$ cat src/common/tas_defs.vh
// shared constants of the thermal alert target
`ifndef TAS_DEFS_VH
`define TAS_DEFS_VH

// register pointer values
`define TAS_PTR_TEMP 2'h0
`define TAS_PTR_CONF 2'h1
`define TAS_PTR_CLR 2'h2
`define TAS_PTR_TRIP 2'h3

// settings register fields
`define TAS_SD_BIT 0
`define TAS_MODE_BIT 1
`define TAS_POL_BIT 2
`define TAS_FQ_HI 4
`define TAS_FQ_LO 3

// power-up values
`define TAS_CONF_RST 8'h00
`define TAS_TRIP_RST 9'h0a0
`define TAS_CLR_RST 9'h096
`define TAS_PTR_RST 2'h0

// consecutive faults needed per fault-count code
`define TAS_FQ_N0 3'h1
`define TAS_FQ_N1 3'h2
`define TAS_FQ_N2 3'h4
`define TAS_FQ_N3 3'h6

// serial byte framing
`define TAS_BITS_DONE 4'h8
`define TAS_CNT_ZERO 4'h0
`define TAS_CNT_ONE 4'h1

`endif

$ cat src/hdl/tas_pin_sync.v
// pin synchroniser and start/stop/edge detection of the serial link
`timescale 1ns/1ps

module tas_pin_sync (
    input wire sys_clk,
    input wire srst,
    input wire scl,
    input wire sda,
    output wire sda_s,
    output wire scl_rise,
    output wire scl_fall,
    output wire start_det,
    output wire stop_det
);

reg scl_m_reg;
reg sda_m_reg;
reg scl_s_reg;
reg sda_s_reg;
reg scl_d_reg;
reg sda_d_reg;

always @(posedge sys_clk) begin
    if (srst) begin
        scl_m_reg <= 1'b1;
        sda_m_reg <= 1'b1;
        scl_s_reg <= 1'b1;
        sda_s_reg <= 1'b1;
        scl_d_reg <= 1'b1;
        sda_d_reg <= 1'b1;
    end else begin
        scl_m_reg <= scl;
        sda_m_reg <= sda;
        scl_s_reg <= scl_m_reg;
        sda_s_reg <= sda_m_reg;
        scl_d_reg <= scl_s_reg;
        sda_d_reg <= sda_s_reg;
    end
end

assign sda_s = sda_s_reg;
assign scl_rise = scl_s_reg & ~scl_d_reg;
assign scl_fall = ~scl_s_reg & scl_d_reg;
// data edges while the clock stays high frame a transfer
assign start_det = scl_s_reg & scl_d_reg & sda_d_reg & ~sda_s_reg;
assign stop_det = scl_s_reg & scl_d_reg & ~sda_d_reg & sda_s_reg;

endmodule // tas_pin_sync

$ cat src/hdl/tas_top.v
// thermal alert target: registers, alert logic, two-wire sequencer
`timescale 1ns/1ps
`include "tas_defs.vh"

// Functional notes
// - polarity bit one gives active-high alert
// - polarity bit resets to zero, active low
// - mode bit one interrupt, zero comparator
// - comparator sets above trip, clears below clear
// - comparator alert ignores host reads
// - interrupt fires on either limit, read clears
// - alert needs consecutive tripping conversions
// - fault code maps to 1, 2, 4, 6
// - fault code resets to zero
// - shutdown bit enters or leaves shutdown
// - shutdown stops conversions, serial stays active
// - shutdown clears alert in interrupt mode only
// - reset gives defaults 80, 75, pointer zero
// - limits are 9-bit, half degree steps
// - each byte is eight bits plus acknowledge
// - device pulls data low in its acknowledge
// - host acknowledge asks for second byte
// - both release data in final not-acknowledge
// - device drives data bits in read transfer
// - host drives write bits, device acknowledges
// - compare nine top bits of reading
module tas_top #(
    parameter [3:0] ADDR_HI = 4'h9
) (
    input wire sys_clk,
    input wire srst,
    input wire scl,
    input wire sda_in,
    output wire sda_out,
    output wire sda_oe_n,
    input wire [2:0] addr_sel,
    input wire [10:0] temp_data,
    input wire conv_done,
    output wire conv_run,
    output wire alert_out,
    output wire alert_oe_n
);

localparam [2:0] ST_IDLE = 3'h0;
localparam [2:0] ST_ADDR = 3'h1;
localparam [2:0] ST_ACK_A = 3'h2;
localparam [2:0] ST_WR = 3'h3;
localparam [2:0] ST_ACK_W = 3'h4;
localparam [2:0] ST_RD = 3'h5;
localparam [2:0] ST_ACK_R = 3'h6;

// signed greater-than of two limit-format values
function tas_gt;
    input [8:0] a;
    input [8:0] b;
    begin
        tas_gt = $signed(a) > $signed(b);
    end
endfunction

// consecutive faults needed for a fault-count code
function [2:0] tas_need;
    input [1:0] code;
    begin
        case (code)
            2'h0: tas_need = `TAS_FQ_N0;
            2'h1: tas_need = `TAS_FQ_N1;
            2'h2: tas_need = `TAS_FQ_N2;
            default: tas_need = `TAS_FQ_N3;
        endcase
    end
endfunction

wire sda_s;
wire scl_rise;
wire scl_fall;
wire start_det;
wire stop_det;

tas_pin_sync u_sync (
    .sys_clk(sys_clk),
    .srst(srst),
    .scl(scl),
    .sda(sda_in),
    .sda_s(sda_s),
    .scl_rise(scl_rise),
    .scl_fall(scl_fall),
    .start_det(start_det),
    .stop_det(stop_det)
);

reg [2:0] addr_m_reg;
reg [2:0] addr_s_reg;
reg [2:0] st_reg;
reg [3:0] cnt_reg;
reg [7:0] shift_reg;
reg [7:0] out_reg;
reg rw_reg;
reg first_reg;
reg idx_reg;
reg mack_reg;
reg [1:0] ptr_reg;
reg [7:0] conf_reg;
reg [8:0] trip_reg;
reg [8:0] clr_reg;
reg [10:0] temp_reg;
reg conf_wr_reg;
reg rd_stb_reg;
reg sda_oe_n_reg;
reg sda_out_reg;
reg conv_run_reg;
reg alert_out_reg;
reg alert_oe_n_reg;
reg act_reg;
reg dir_reg;
reg [2:0] fcnt_reg;
reg [7:0] rd_byte;

wire mode_int = conf_reg[`TAS_MODE_BIT];
wire pol_high = conf_reg[`TAS_POL_BIT];
wire [1:0] fq_code = conf_reg[`TAS_FQ_HI:`TAS_FQ_LO];
wire [8:0] temp9 = temp_data[10:2];
wire hot = tas_gt(temp9, trip_reg);
wire cold = tas_gt(clr_reg, temp9);
wire hunt_cold = mode_int ? dir_reg : act_reg;
wire fault = hunt_cold ? cold : hot;
wire [2:0] fcnt_inc = fcnt_reg + 3'h1;
wire conv_ok = conv_done & conv_run_reg;
wire addr_hit = shift_reg[7:1] == {ADDR_HI, addr_s_reg};

// byte presented to the host for the current pointer and byte index
always @* begin
    case (ptr_reg)
        `TAS_PTR_TEMP:
            rd_byte = idx_reg ? {temp_reg[2:0], 5'h00} : temp_reg[10:3];
        `TAS_PTR_CONF:
            rd_byte = conf_reg;
        `TAS_PTR_CLR:
            rd_byte = idx_reg ? {clr_reg[0], 7'h00} : clr_reg[8:1];
        default:
            rd_byte = idx_reg ? {trip_reg[0], 7'h00} : trip_reg[8:1];
    endcase
end

// serial sequencer and register writes
always @(posedge sys_clk) begin
    if (srst) begin
        addr_m_reg <= 3'h0;
        addr_s_reg <= 3'h0;
        st_reg <= ST_IDLE;
        cnt_reg <= `TAS_CNT_ZERO;
        shift_reg <= 8'h00;
        out_reg <= 8'h00;
        rw_reg <= 1'b0;
        first_reg <= 1'b0;
        idx_reg <= 1'b0;
        mack_reg <= 1'b0;
        ptr_reg <= `TAS_PTR_RST;
        conf_reg <= `TAS_CONF_RST;
        trip_reg <= `TAS_TRIP_RST;
        clr_reg <= `TAS_CLR_RST;
        conf_wr_reg <= 1'b0;
        rd_stb_reg <= 1'b0;
        sda_oe_n_reg <= 1'b1;
    end else begin
        addr_m_reg <= addr_sel;
        addr_s_reg <= addr_m_reg;
        conf_wr_reg <= 1'b0;
        rd_stb_reg <= 1'b0;
        if (stop_det) begin
            st_reg <= ST_IDLE;
            sda_oe_n_reg <= 1'b1;
        end else if (start_det) begin
            // a repeated start keeps the pointer for the read
            st_reg <= ST_ADDR;
            cnt_reg <= `TAS_CNT_ZERO;
            sda_oe_n_reg <= 1'b1;
        end else begin
            case (st_reg)
                ST_ADDR: begin
                    if (scl_rise) begin
                        shift_reg <= {shift_reg[6:0], sda_s};
                        cnt_reg <= cnt_reg + `TAS_CNT_ONE;
                    end
                    if (scl_fall && cnt_reg == `TAS_BITS_DONE) begin
                        if (addr_hit) begin
                            sda_oe_n_reg <= 1'b0;
                            rw_reg <= shift_reg[0];
                            first_reg <= 1'b1;
                            idx_reg <= 1'b0;
                            st_reg <= ST_ACK_A;
                        end else begin
                            st_reg <= ST_IDLE;
                        end
                    end
                end
                ST_ACK_A: begin
                    if (scl_fall) begin
                        if (rw_reg) begin
                            out_reg <= rd_byte;
                            sda_oe_n_reg <= rd_byte[7];
                            cnt_reg <= `TAS_CNT_ONE;
                            st_reg <= ST_RD;
                        end else begin
                            sda_oe_n_reg <= 1'b1;
                            cnt_reg <= `TAS_CNT_ZERO;
                            st_reg <= ST_WR;
                        end
                    end
                end
                ST_WR: begin
                    if (scl_rise) begin
                        shift_reg <= {shift_reg[6:0], sda_s};
                        cnt_reg <= cnt_reg + `TAS_CNT_ONE;
                    end
                    if (scl_fall && cnt_reg == `TAS_BITS_DONE) begin
                        sda_oe_n_reg <= 1'b0;
                        cnt_reg <= `TAS_CNT_ZERO;
                        st_reg <= ST_ACK_W;
                        if (first_reg) begin
                            ptr_reg <= shift_reg[1:0];
                            first_reg <= 1'b0;
                        end else begin
                            idx_reg <= ~idx_reg;
                            case (ptr_reg)
                                `TAS_PTR_CONF: begin
                                    conf_reg <= shift_reg;
                                    conf_wr_reg <= 1'b1;
                                end
                                `TAS_PTR_CLR: begin
                                    if (idx_reg)
                                        clr_reg[0] <= shift_reg[7];
                                    else
                                        clr_reg[8:1] <= shift_reg;
                                end
                                `TAS_PTR_TRIP: begin
                                    if (idx_reg)
                                        trip_reg[0] <= shift_reg[7];
                                    else
                                        trip_reg[8:1] <= shift_reg;
                                end
                                default: begin
                                end
                            endcase
                        end
                    end
                end
                ST_ACK_W: begin
                    if (scl_fall) begin
                        sda_oe_n_reg <= 1'b1;
                        st_reg <= ST_WR;
                    end
                end
                ST_RD: begin
                    if (scl_fall) begin
                        if (cnt_reg == `TAS_BITS_DONE) begin
                            sda_oe_n_reg <= 1'b1;
                            rd_stb_reg <= 1'b1;
                            idx_reg <= ~idx_reg;
                            st_reg <= ST_ACK_R;
                        end else begin
                            sda_oe_n_reg <= out_reg[6];
                            out_reg <= {out_reg[6:0], 1'b0};
                            cnt_reg <= cnt_reg + `TAS_CNT_ONE;
                        end
                    end
                end
                ST_ACK_R: begin
                    if (scl_rise)
                        mack_reg <= ~sda_s;
                    if (scl_fall) begin
                        if (mack_reg) begin
                            out_reg <= rd_byte;
                            sda_oe_n_reg <= rd_byte[7];
                            cnt_reg <= `TAS_CNT_ONE;
                            st_reg <= ST_RD;
                        end else begin
                            st_reg <= ST_IDLE;
                        end
                    end
                end
                default: begin
                    sda_oe_n_reg <= 1'b1;
                end
            endcase
        end
    end
end

// latest conversion result, readable through the pointer
always @(posedge sys_clk) begin
    if (srst)
        temp_reg <= 11'h000;
    else if (conv_ok)
        temp_reg <= temp_data;
end

// alert state and consecutive-fault filter
always @(posedge sys_clk) begin
    if (srst) begin
        act_reg <= 1'b0;
        dir_reg <= 1'b0;
        fcnt_reg <= 3'h0;
    end else begin
        if (conf_wr_reg)
            fcnt_reg <= 3'h0;
        if (rd_stb_reg && mode_int)
            act_reg <= 1'b0;
        if (conf_wr_reg && mode_int && conf_reg[`TAS_SD_BIT])
            act_reg <= 1'b0;
        // besides the interrupt-mode clears above, only a completed conversion moves the alert
        if (conv_ok) begin
            if (!fault) begin
                fcnt_reg <= 3'h0;
            end else if (fcnt_inc >= tas_need(fq_code)) begin
                fcnt_reg <= 3'h0;
                if (mode_int) begin
                    act_reg <= 1'b1;
                    dir_reg <= ~dir_reg;
                end else begin
                    act_reg <= ~act_reg;
                end
            end else begin
                fcnt_reg <= fcnt_inc;
            end
        end
    end
end

// pin drivers
always @(posedge sys_clk) begin
    if (srst) begin
        conv_run_reg <= 1'b1;
        alert_out_reg <= 1'b0;
        alert_oe_n_reg <= 1'b1;
        sda_out_reg <= 1'b0;
    end else begin
        conv_run_reg <= ~conf_reg[`TAS_SD_BIT];
        alert_out_reg <= 1'b0;
        // open drain: pull low whenever the pin level must be low
        alert_oe_n_reg <= act_reg ? pol_high : ~pol_high;
        sda_out_reg <= 1'b0;
    end
end

assign sda_out = sda_out_reg;
assign sda_oe_n = sda_oe_n_reg;
assign conv_run = conv_run_reg;
assign alert_out = alert_out_reg;
assign alert_oe_n = alert_oe_n_reg;

endmodule // tas_top

$ cat config.mk
export PLATFORM = sky130hd
export DESIGN_NAME = tas_top
export DESIGN_NICKNAME = d
export VERILOG_FILES = /design/src/hdl/tas_pin_sync.v /design/src/hdl/tas_top.v
export VERILOG_INCLUDE_DIRS = /design/src /design/src/common
export SDC_FILE = /design/constraint.sdc
export NUM_CORES = 1
export LEC_CHECK = 0
export BUFFER_PORTS_ARGS = -buffer_cell sky130_fd_sc_hd__clkbuf_2
export CAP_MARGIN = 40
export CORE_MARGIN = 2
export CORE_UTILIZATION = 55
export CTS_BUF_LIST = sky130_fd_sc_hd__clkbuf_4
export CTS_CLUSTER_DIAMETER = 80
export CTS_CLUSTER_SIZE = 20
export DETAILED_ROUTE_END_ITERATION = 12
export GPL_ROUTABILITY_DRIVEN = 0
export PLACE_DENSITY = 0.78
export REMOVE_ABC_BUFFERS = 1
export SETUP_SLACK_MARGIN = 0.2
export SLEW_MARGIN = 0
export SYNTH_ARGS = -nofsm -noshare
export SYNTH_HDL_FRONTEND = slang
export SYNTH_SLANG_ARGS = --single-unit
$ cat constraint.sdc
create_clock -name sys_clk -period 3 [get_ports sys_clk]
set_clock_uncertainty 0.1 [all_clocks]
set_input_delay 0.15 -clock sys_clk [delete_from_list [all_inputs] [get_ports sys_clk]]
set_output_delay 0.15 -clock sys_clk [all_outputs]
set_load 0.005 [all_outputs]
Word level (Yosys, flattened, before mapping) --
Cells that the tools add are included. Widths: inputs -> output; s select.
Word-level totals: bits in writable memories 0, bits in read-only memories 0, register bits 87, bits in latches 0, output and inout port bits 5, memories kept 0
Operators by class: bitwise gates (word level) 24, reduce and logical (&&, ||, !) cells 35, shift operators 0, multipliers 0, equality and inequality tests 34, div/mod/pow operators 0, mux-type cells 71, add/subtract/negate cells 2, magnitude comparators 3
Operator list (count):
- $mux 3 | 16
- $mux 7 | 6
- $reduce_and 7->1 | 5
- $mux 4 | 8
- $mux 1 | 29
- $ne 3x3->1 const B | 9
- $mux 8 | 3
- $ne 2x2->1 const B | 12
- $pmux 8 s3 | 1
- $reduce_and 8->1 | 3
- $pmux 7 s3 | 1
- $pmux 4 s5 | 1
- $gt 9x9->1 | 2
- $pmux 3 s6 | 1
- $reduce_and 9->1 | 2
- $not 1->1 | 16
- $reduce_and 4->1 | 3
- $reduce_and 6->1 | 2
- $reduce_bool 6->1 | 2
- $reduce_and 5->1 | 2
- $eq 3x3->1 const B | 3
- $pmux 3 s3 | 1
- $and 1x1->1 | 8
- $eq 7x7->1 | 1
- 21 further kinds | 32

Depth between registers and ports, before layout --
depth in word-level cells 9, mapped depth 9

Hierarchy --
Synthesis repeated with hierarchy kept, for this count alone.
Unflattened totals: cells, all modules 519, area, all modules 4495.6 um2
Modules (own cells, without submodules):
- tas_top | cells each 503, area each 4305.4 um2, seq. area each 1621.6 um2, instances 1
- tas_pin_sync | cells each 16, area each 190.2 um2, seq. area each 120.1 um2, instances 1

Worst setup path before layout --
Ideal clock, no wire load.
path kind flip-flop to flip-flop, from reg clr_reg[6], to reg dir_reg, data required time 2.779 ns, setup time 0.121 ns, clock period less this slack 2.096 ns, stages on the path, launching flop included 8, arrival 1.876 ns, path slack 0.904 ns, cell sequence dfxtp_1 ha_1 a2111o_1 a41o_1 o2111ai_1 nand3_1 nand4_1 mux2_2
Between the ends: word-level cells in the longest chain between the ends 3
Ends and longest elaborated chain:
- start: declaration | line tas_top.v:105 | reg [8:0] clr_reg;
- start signal: assignment | line tas_top.v:161 | clr_reg <= `TAS_CLR_RST;
- start signal: assignment | line tas_top.v:234 | clr_reg[8:1] <= shift_reg;
- $gt 9x9->1 | line tas_top.v:57 | tas_gt = $signed(a) > $signed(b);
- $mux 1 | line tas_top.v:126 | wire fault = hunt_cold ? cold : hot;
- $reduce_and 4->1 (no line)
- end signal: assignment | line tas_top.v:319 | dir_reg <= ~dir_reg;
- end: declaration | line tas_top.v:115 | reg dir_reg;
No other way between the ends. A chain may end at the register's enable or synchronous reset.

Worst setup path after layout --
from in temp_data[8], to reg dir_reg
Between the ends: word-level cells in the longest chain between the ends 3, elaborated cells on any way between the ends 4
Ends and longest elaborated chain:
- start: declaration | line tas_top.v:37 | input wire [10:0] temp_data,
- $gt 9x9->1 | line tas_top.v:57
- $mux 1 * | line tas_top.v:126
- $reduce_and 4->1 (no line) *
Every way passes the cells marked *; elsewhere a longest branch is shown, timed or not.

==> metrics.sh <==
POST-PLACE-CELLS=656
POST-SYNTH-TOP-AREA-CELL='sky130_fd_sc_hd__dfxtp_1'
CRITICAL_PATH.ENDPOINT_TYPE='flip-flop'
FINAL_ANTENNA_NET_COUNT=0
FINALSETUPVIOLATIONS=0
MAX_CLOCK_FREQ_MHz=413
POST-ROUTE-PERIOD-UTIL=0.807
REG2REG_FROM='st_reg[0]'
START_KIND='input port'
GRT_PASS1_WL_UM=18100
HOLD_CLASS='in -> reg'
CRIT_REQUIRED_NS=3.24
POSTSYNTH.ASYNCRESETSHARE=0
DIE_AREA_UM2=9110
HOLD_VIOL=0
P_SW_FRAC=0.230
P_LEAK_uW=0.00203
TRITONCTS_CLOCK_TREE='done'
CLK_PIN_SLEW_WORST_PATHS_NS=0.15
ROUTE.DETAILED.DRC=0
GRT_START_MAX_NET_PINS=74
RELATIVE_MAX_TRANSITION_MARGIN=0.496
TRITONCTS_NUM_SINKS=87
AVERAGE_INSTANCE_AREA_AFTER_SYNTHESIS_UM2=8.29
TIMING.CRITICAL_PATH.FROM='temp_data[8]'
GR_USAGE_TOTAL=0.256
ROUTED_WL_UM=11100
FINALNONFILLERCELLS=688
RSZ0062_AT_GRT='no'
CHIPHEIGHT_UM=95.4
HTREEDEPTH=3
FLOP_AND_LATCH_COUNT_OUT_OF_SYNTHESIS=87
DRV.MAX_CAP_VIOLATION_COUNT=0
P_COMB_FRAC=0.074
TIMING_WORST_SETUP_PATH_TYPE='in -> reg'
SYNTH_SEQUENTIAL_AREA_RATIO=0.379
FINALNETCOUNT=621
SETUP-TNS-FINAL_NS=0
PLACE.PORT_BUFFERS=21
FIRST_GLOBAL_VIAS=3726
SYNTH_AREA_LEADERS='sky130_fd_sc_hd__dfxtp_1, sky130_fd_sc_hd__mux2i_1, sky130_fd_sc_hd__ha_1'
YS.FLOP_TYPE='sky130_fd_sc_hd__dfxtp_1'
WORSTMARGINPINSLEW_NS=0.749
SYNTHCELLS=555
HOLD_PATH_STARTPOINT='srst'
WIRE_LENGTH_PER_CELL_UM=16.1
IR_DROP_mV=0.350
CORE_AREA_UM2=8180
DRIVE_ABOVE_1_SHARE=0.108
YS_WARN_COUNT=0
GR-TOTAL-OVERFLOW=0
DR_TOTAL_VIAS=4067
POST_SYNTHESIS_INSTANCE_AREA_UM2=4600
CP_DATA_ARRIVAL_TIME_NS=2.66
SYNTH_MOST_COMMON_CELL='sky130_fd_sc_hd__dfxtp_1'
CLOCK_POWER_SHARE=0.405
CELLPOWERDENSITY_nW_PER_UM2=447
WORST_PATH_FANOUT_MAX=6
RUN_STATUS='completed'
CTSROOTBUFFERMASTER='sky130_fd_sc_hd__clkbuf_4'
CLOCK_LATENCY_NS=0.43
SYNTH_COMMON_CELLS='sky130_fd_sc_hd__dfxtp_1, sky130_fd_sc_hd__nand2_1, sky130_fd_sc_hd__nor2_1'
GRT_ANTENNA_BEFORE_REPAIR=0
POST_SYNTH_NUM_CELL_TYPES=62
TIMING_MAX_TRANSITION_VIOLATIONS_FINAL=0
NUM_IO_PINS=24
DETAILEDROUTE.FIRSTPASSITERATIONCOUNT=5
LARGEST_REGISTER_FFS=11
INSERTED_CLOCK_BUFFERS=9
N_ANTENNA_CELL=0
DP_HPWL_UM=7770
HOLD_WS_NS=0.115
DIE_WIDTH_UM=95.4
AREA_SHARE_OF_THE_LARGEST_CELL_TYPE_AFTER_SYNTHESIS=0.379
P_SW_uW=526
VIAS_PER_CELL=5.91
PLACEMENTROWS=33
SEQ_POWER_SHARE=0.520
CELLINTERNALPOWER_uW=1760
LAYOUT_MIN_CYCLE_TIME_NS=2.42
P_R_AREA_GROWTH_VS_SYN_PCT=11.0
CTS_BUFFER_DEPTH=2
DRT_ITER0_MARKERS=326
SYNTH_EDF_COUNT=0
POSTCTSSETUPBUFFERS=0
INITIAL_UTILIZATION=0.563
## kinds of logic (layout without fill, tap and decap cells)
family	count (synthesis)	count (layout)	share of synthesized area
XOR/XNOR	7	7	0.0133
other	1	2	0.000815
AND/OR/NAND/NOR	216	216	0.230
AO/OA/AOI/OAI	122	122	0.173
multiplexers	38	38	0.0846
buffers and inverters	60	87	0.0544
flip-flops	87	87	0.379
adder cells (fa/ha/maj)	24	24	0.0653
## what timing repair did
| item | in CTS | in global routing |
|---|---|---|
| hold buffers | 16 | 0 |
| resized for setup | 0 | 0 |
| hold endpoints to repair | 16 | 0 |
## worst paths after layout
path	end	slack, ns	depth (start not counted)
max	dir_reg	0.58	10
min	alert_oe_n	0.12	3
min reg2reg	u_sync.scl_s_reg	0.33	1
max reg2reg	trip_reg[2]	0.60	6
## power groups by stage
stage / Sequential, uW / Combinational, uW / Clock (uW)
after global routing: 1190 / 190 / 988
after CTS: 1190 / 167 / 944
after floorplan: 1210 / 91.7 / 0
after global placement: 1210 / 144 / 0
after detailed placement: 1210 / 149 / 0
final: 1190 / 170 / 925
## metrics by stage
step                area, um2  power (uW)   util  setup WS [ns]
finish                   5100        2280  0.624          0.580
global route             5100        2370  0.624          0.439
CTS                      5100        2300  0.624          0.593
detailed placement       4730        1360  0.579          0.640
global placement         4730        1360  0.579          0.668
floorplan                4470        1300      -          0.904
## worst max-delay path, stage by stage
cell and delay [ns]:
sky130_fd_sc_hd__dlygate4sd3_1 0.52, sky130_fd_sc_hd__clkbuf_2 0.13, sky130_fd_sc_hd__inv_1 0.05, sky130_fd_sc_hd__ha_1 0.33, sky130_fd_sc_hd__a2111o_1 0.41, sky130_fd_sc_hd__a41o_1 0.22
sky130_fd_sc_hd__o2111ai_1 0.07, sky130_fd_sc_hd__nand3_1 0.26, sky130_fd_sc_hd__nand4_1 0.19, sky130_fd_sc_hd__mux2_2 0.34
## cell type report
type / count / area [um2]
Clock buffer: 9 / 67.6
Sequential cell: 87 / 1740
Inverter: 30 / 113
Multi-Input combinational cell: 409 / 2610
Fill cell: 712 / 3070
Tap cell: 105 / 131
Timing Repair Buffer: 41 / 295
Clock inverter: 7 / 144
## layout by cell type, fill, tap and decap left out, types with 4 or more instances in the layout
| master | instances |
|---|---|
| sky130_fd_sc_hd__dfxtp_1 | 87 |
| sky130_fd_sc_hd__nand2_1 | 78 |
| sky130_fd_sc_hd__nor2_1 | 61 |
| sky130_fd_sc_hd__a21oi_1 | 42 |
| sky130_fd_sc_hd__mux2i_1 | 31 |
| sky130_fd_sc_hd__inv_1 | 30 |
| sky130_fd_sc_hd__o21ai_0 | 24 |
| sky130_fd_sc_hd__ha_1 | 24 |
| sky130_fd_sc_hd__clkbuf_2 | 21 |
| sky130_fd_sc_hd__dlygate4sd3_1 | 16 |
| sky130_fd_sc_hd__nor2b_1 | 13 |
| sky130_fd_sc_hd__nand3_1 | 10 |
| sky130_fd_sc_hd__clkbuf_4 | 9 |
| sky130_fd_sc_hd__or2_2 | 8 |
| sky130_fd_sc_hd__a31oi_1 | 7 |
| sky130_fd_sc_hd__nor3_1 | 7 |
| sky130_fd_sc_hd__mux2_2 | 7 |
| sky130_fd_sc_hd__nand4_1 | 6 |
| sky130_fd_sc_hd__nand2b_1 | 6 |
| sky130_fd_sc_hd__xnor2_1 | 5 |
| sky130_fd_sc_hd__a221oi_1 | 5 |
| sky130_fd_sc_hd__and2_1 | 4 |
| sky130_fd_sc_hd__o2111ai_1 | 4 |
| sky130_fd_sc_hd__or3_1 | 4 |
| sky130_fd_sc_hd__o211ai_1 | 4 |
| sky130_fd_sc_hd__a22o_1 | 4 |
| sky130_fd_sc_hd__bufinv_16 | 4 |
| sky130_fd_sc_hd__buf_4 | 4 |
## metal layers
layer / up-vias / track usage / part of all wire
met5: - / 0 / 0
met4: 0 / 0.0881 / 0.017
met3: 21 / 0.0403 / 0.060
met2: 141 / 0.414 / 0.46
met1: 1915 / 0.350 / 0.46
li1: 1990 / - / -
(Power assumes the default switching activity.)
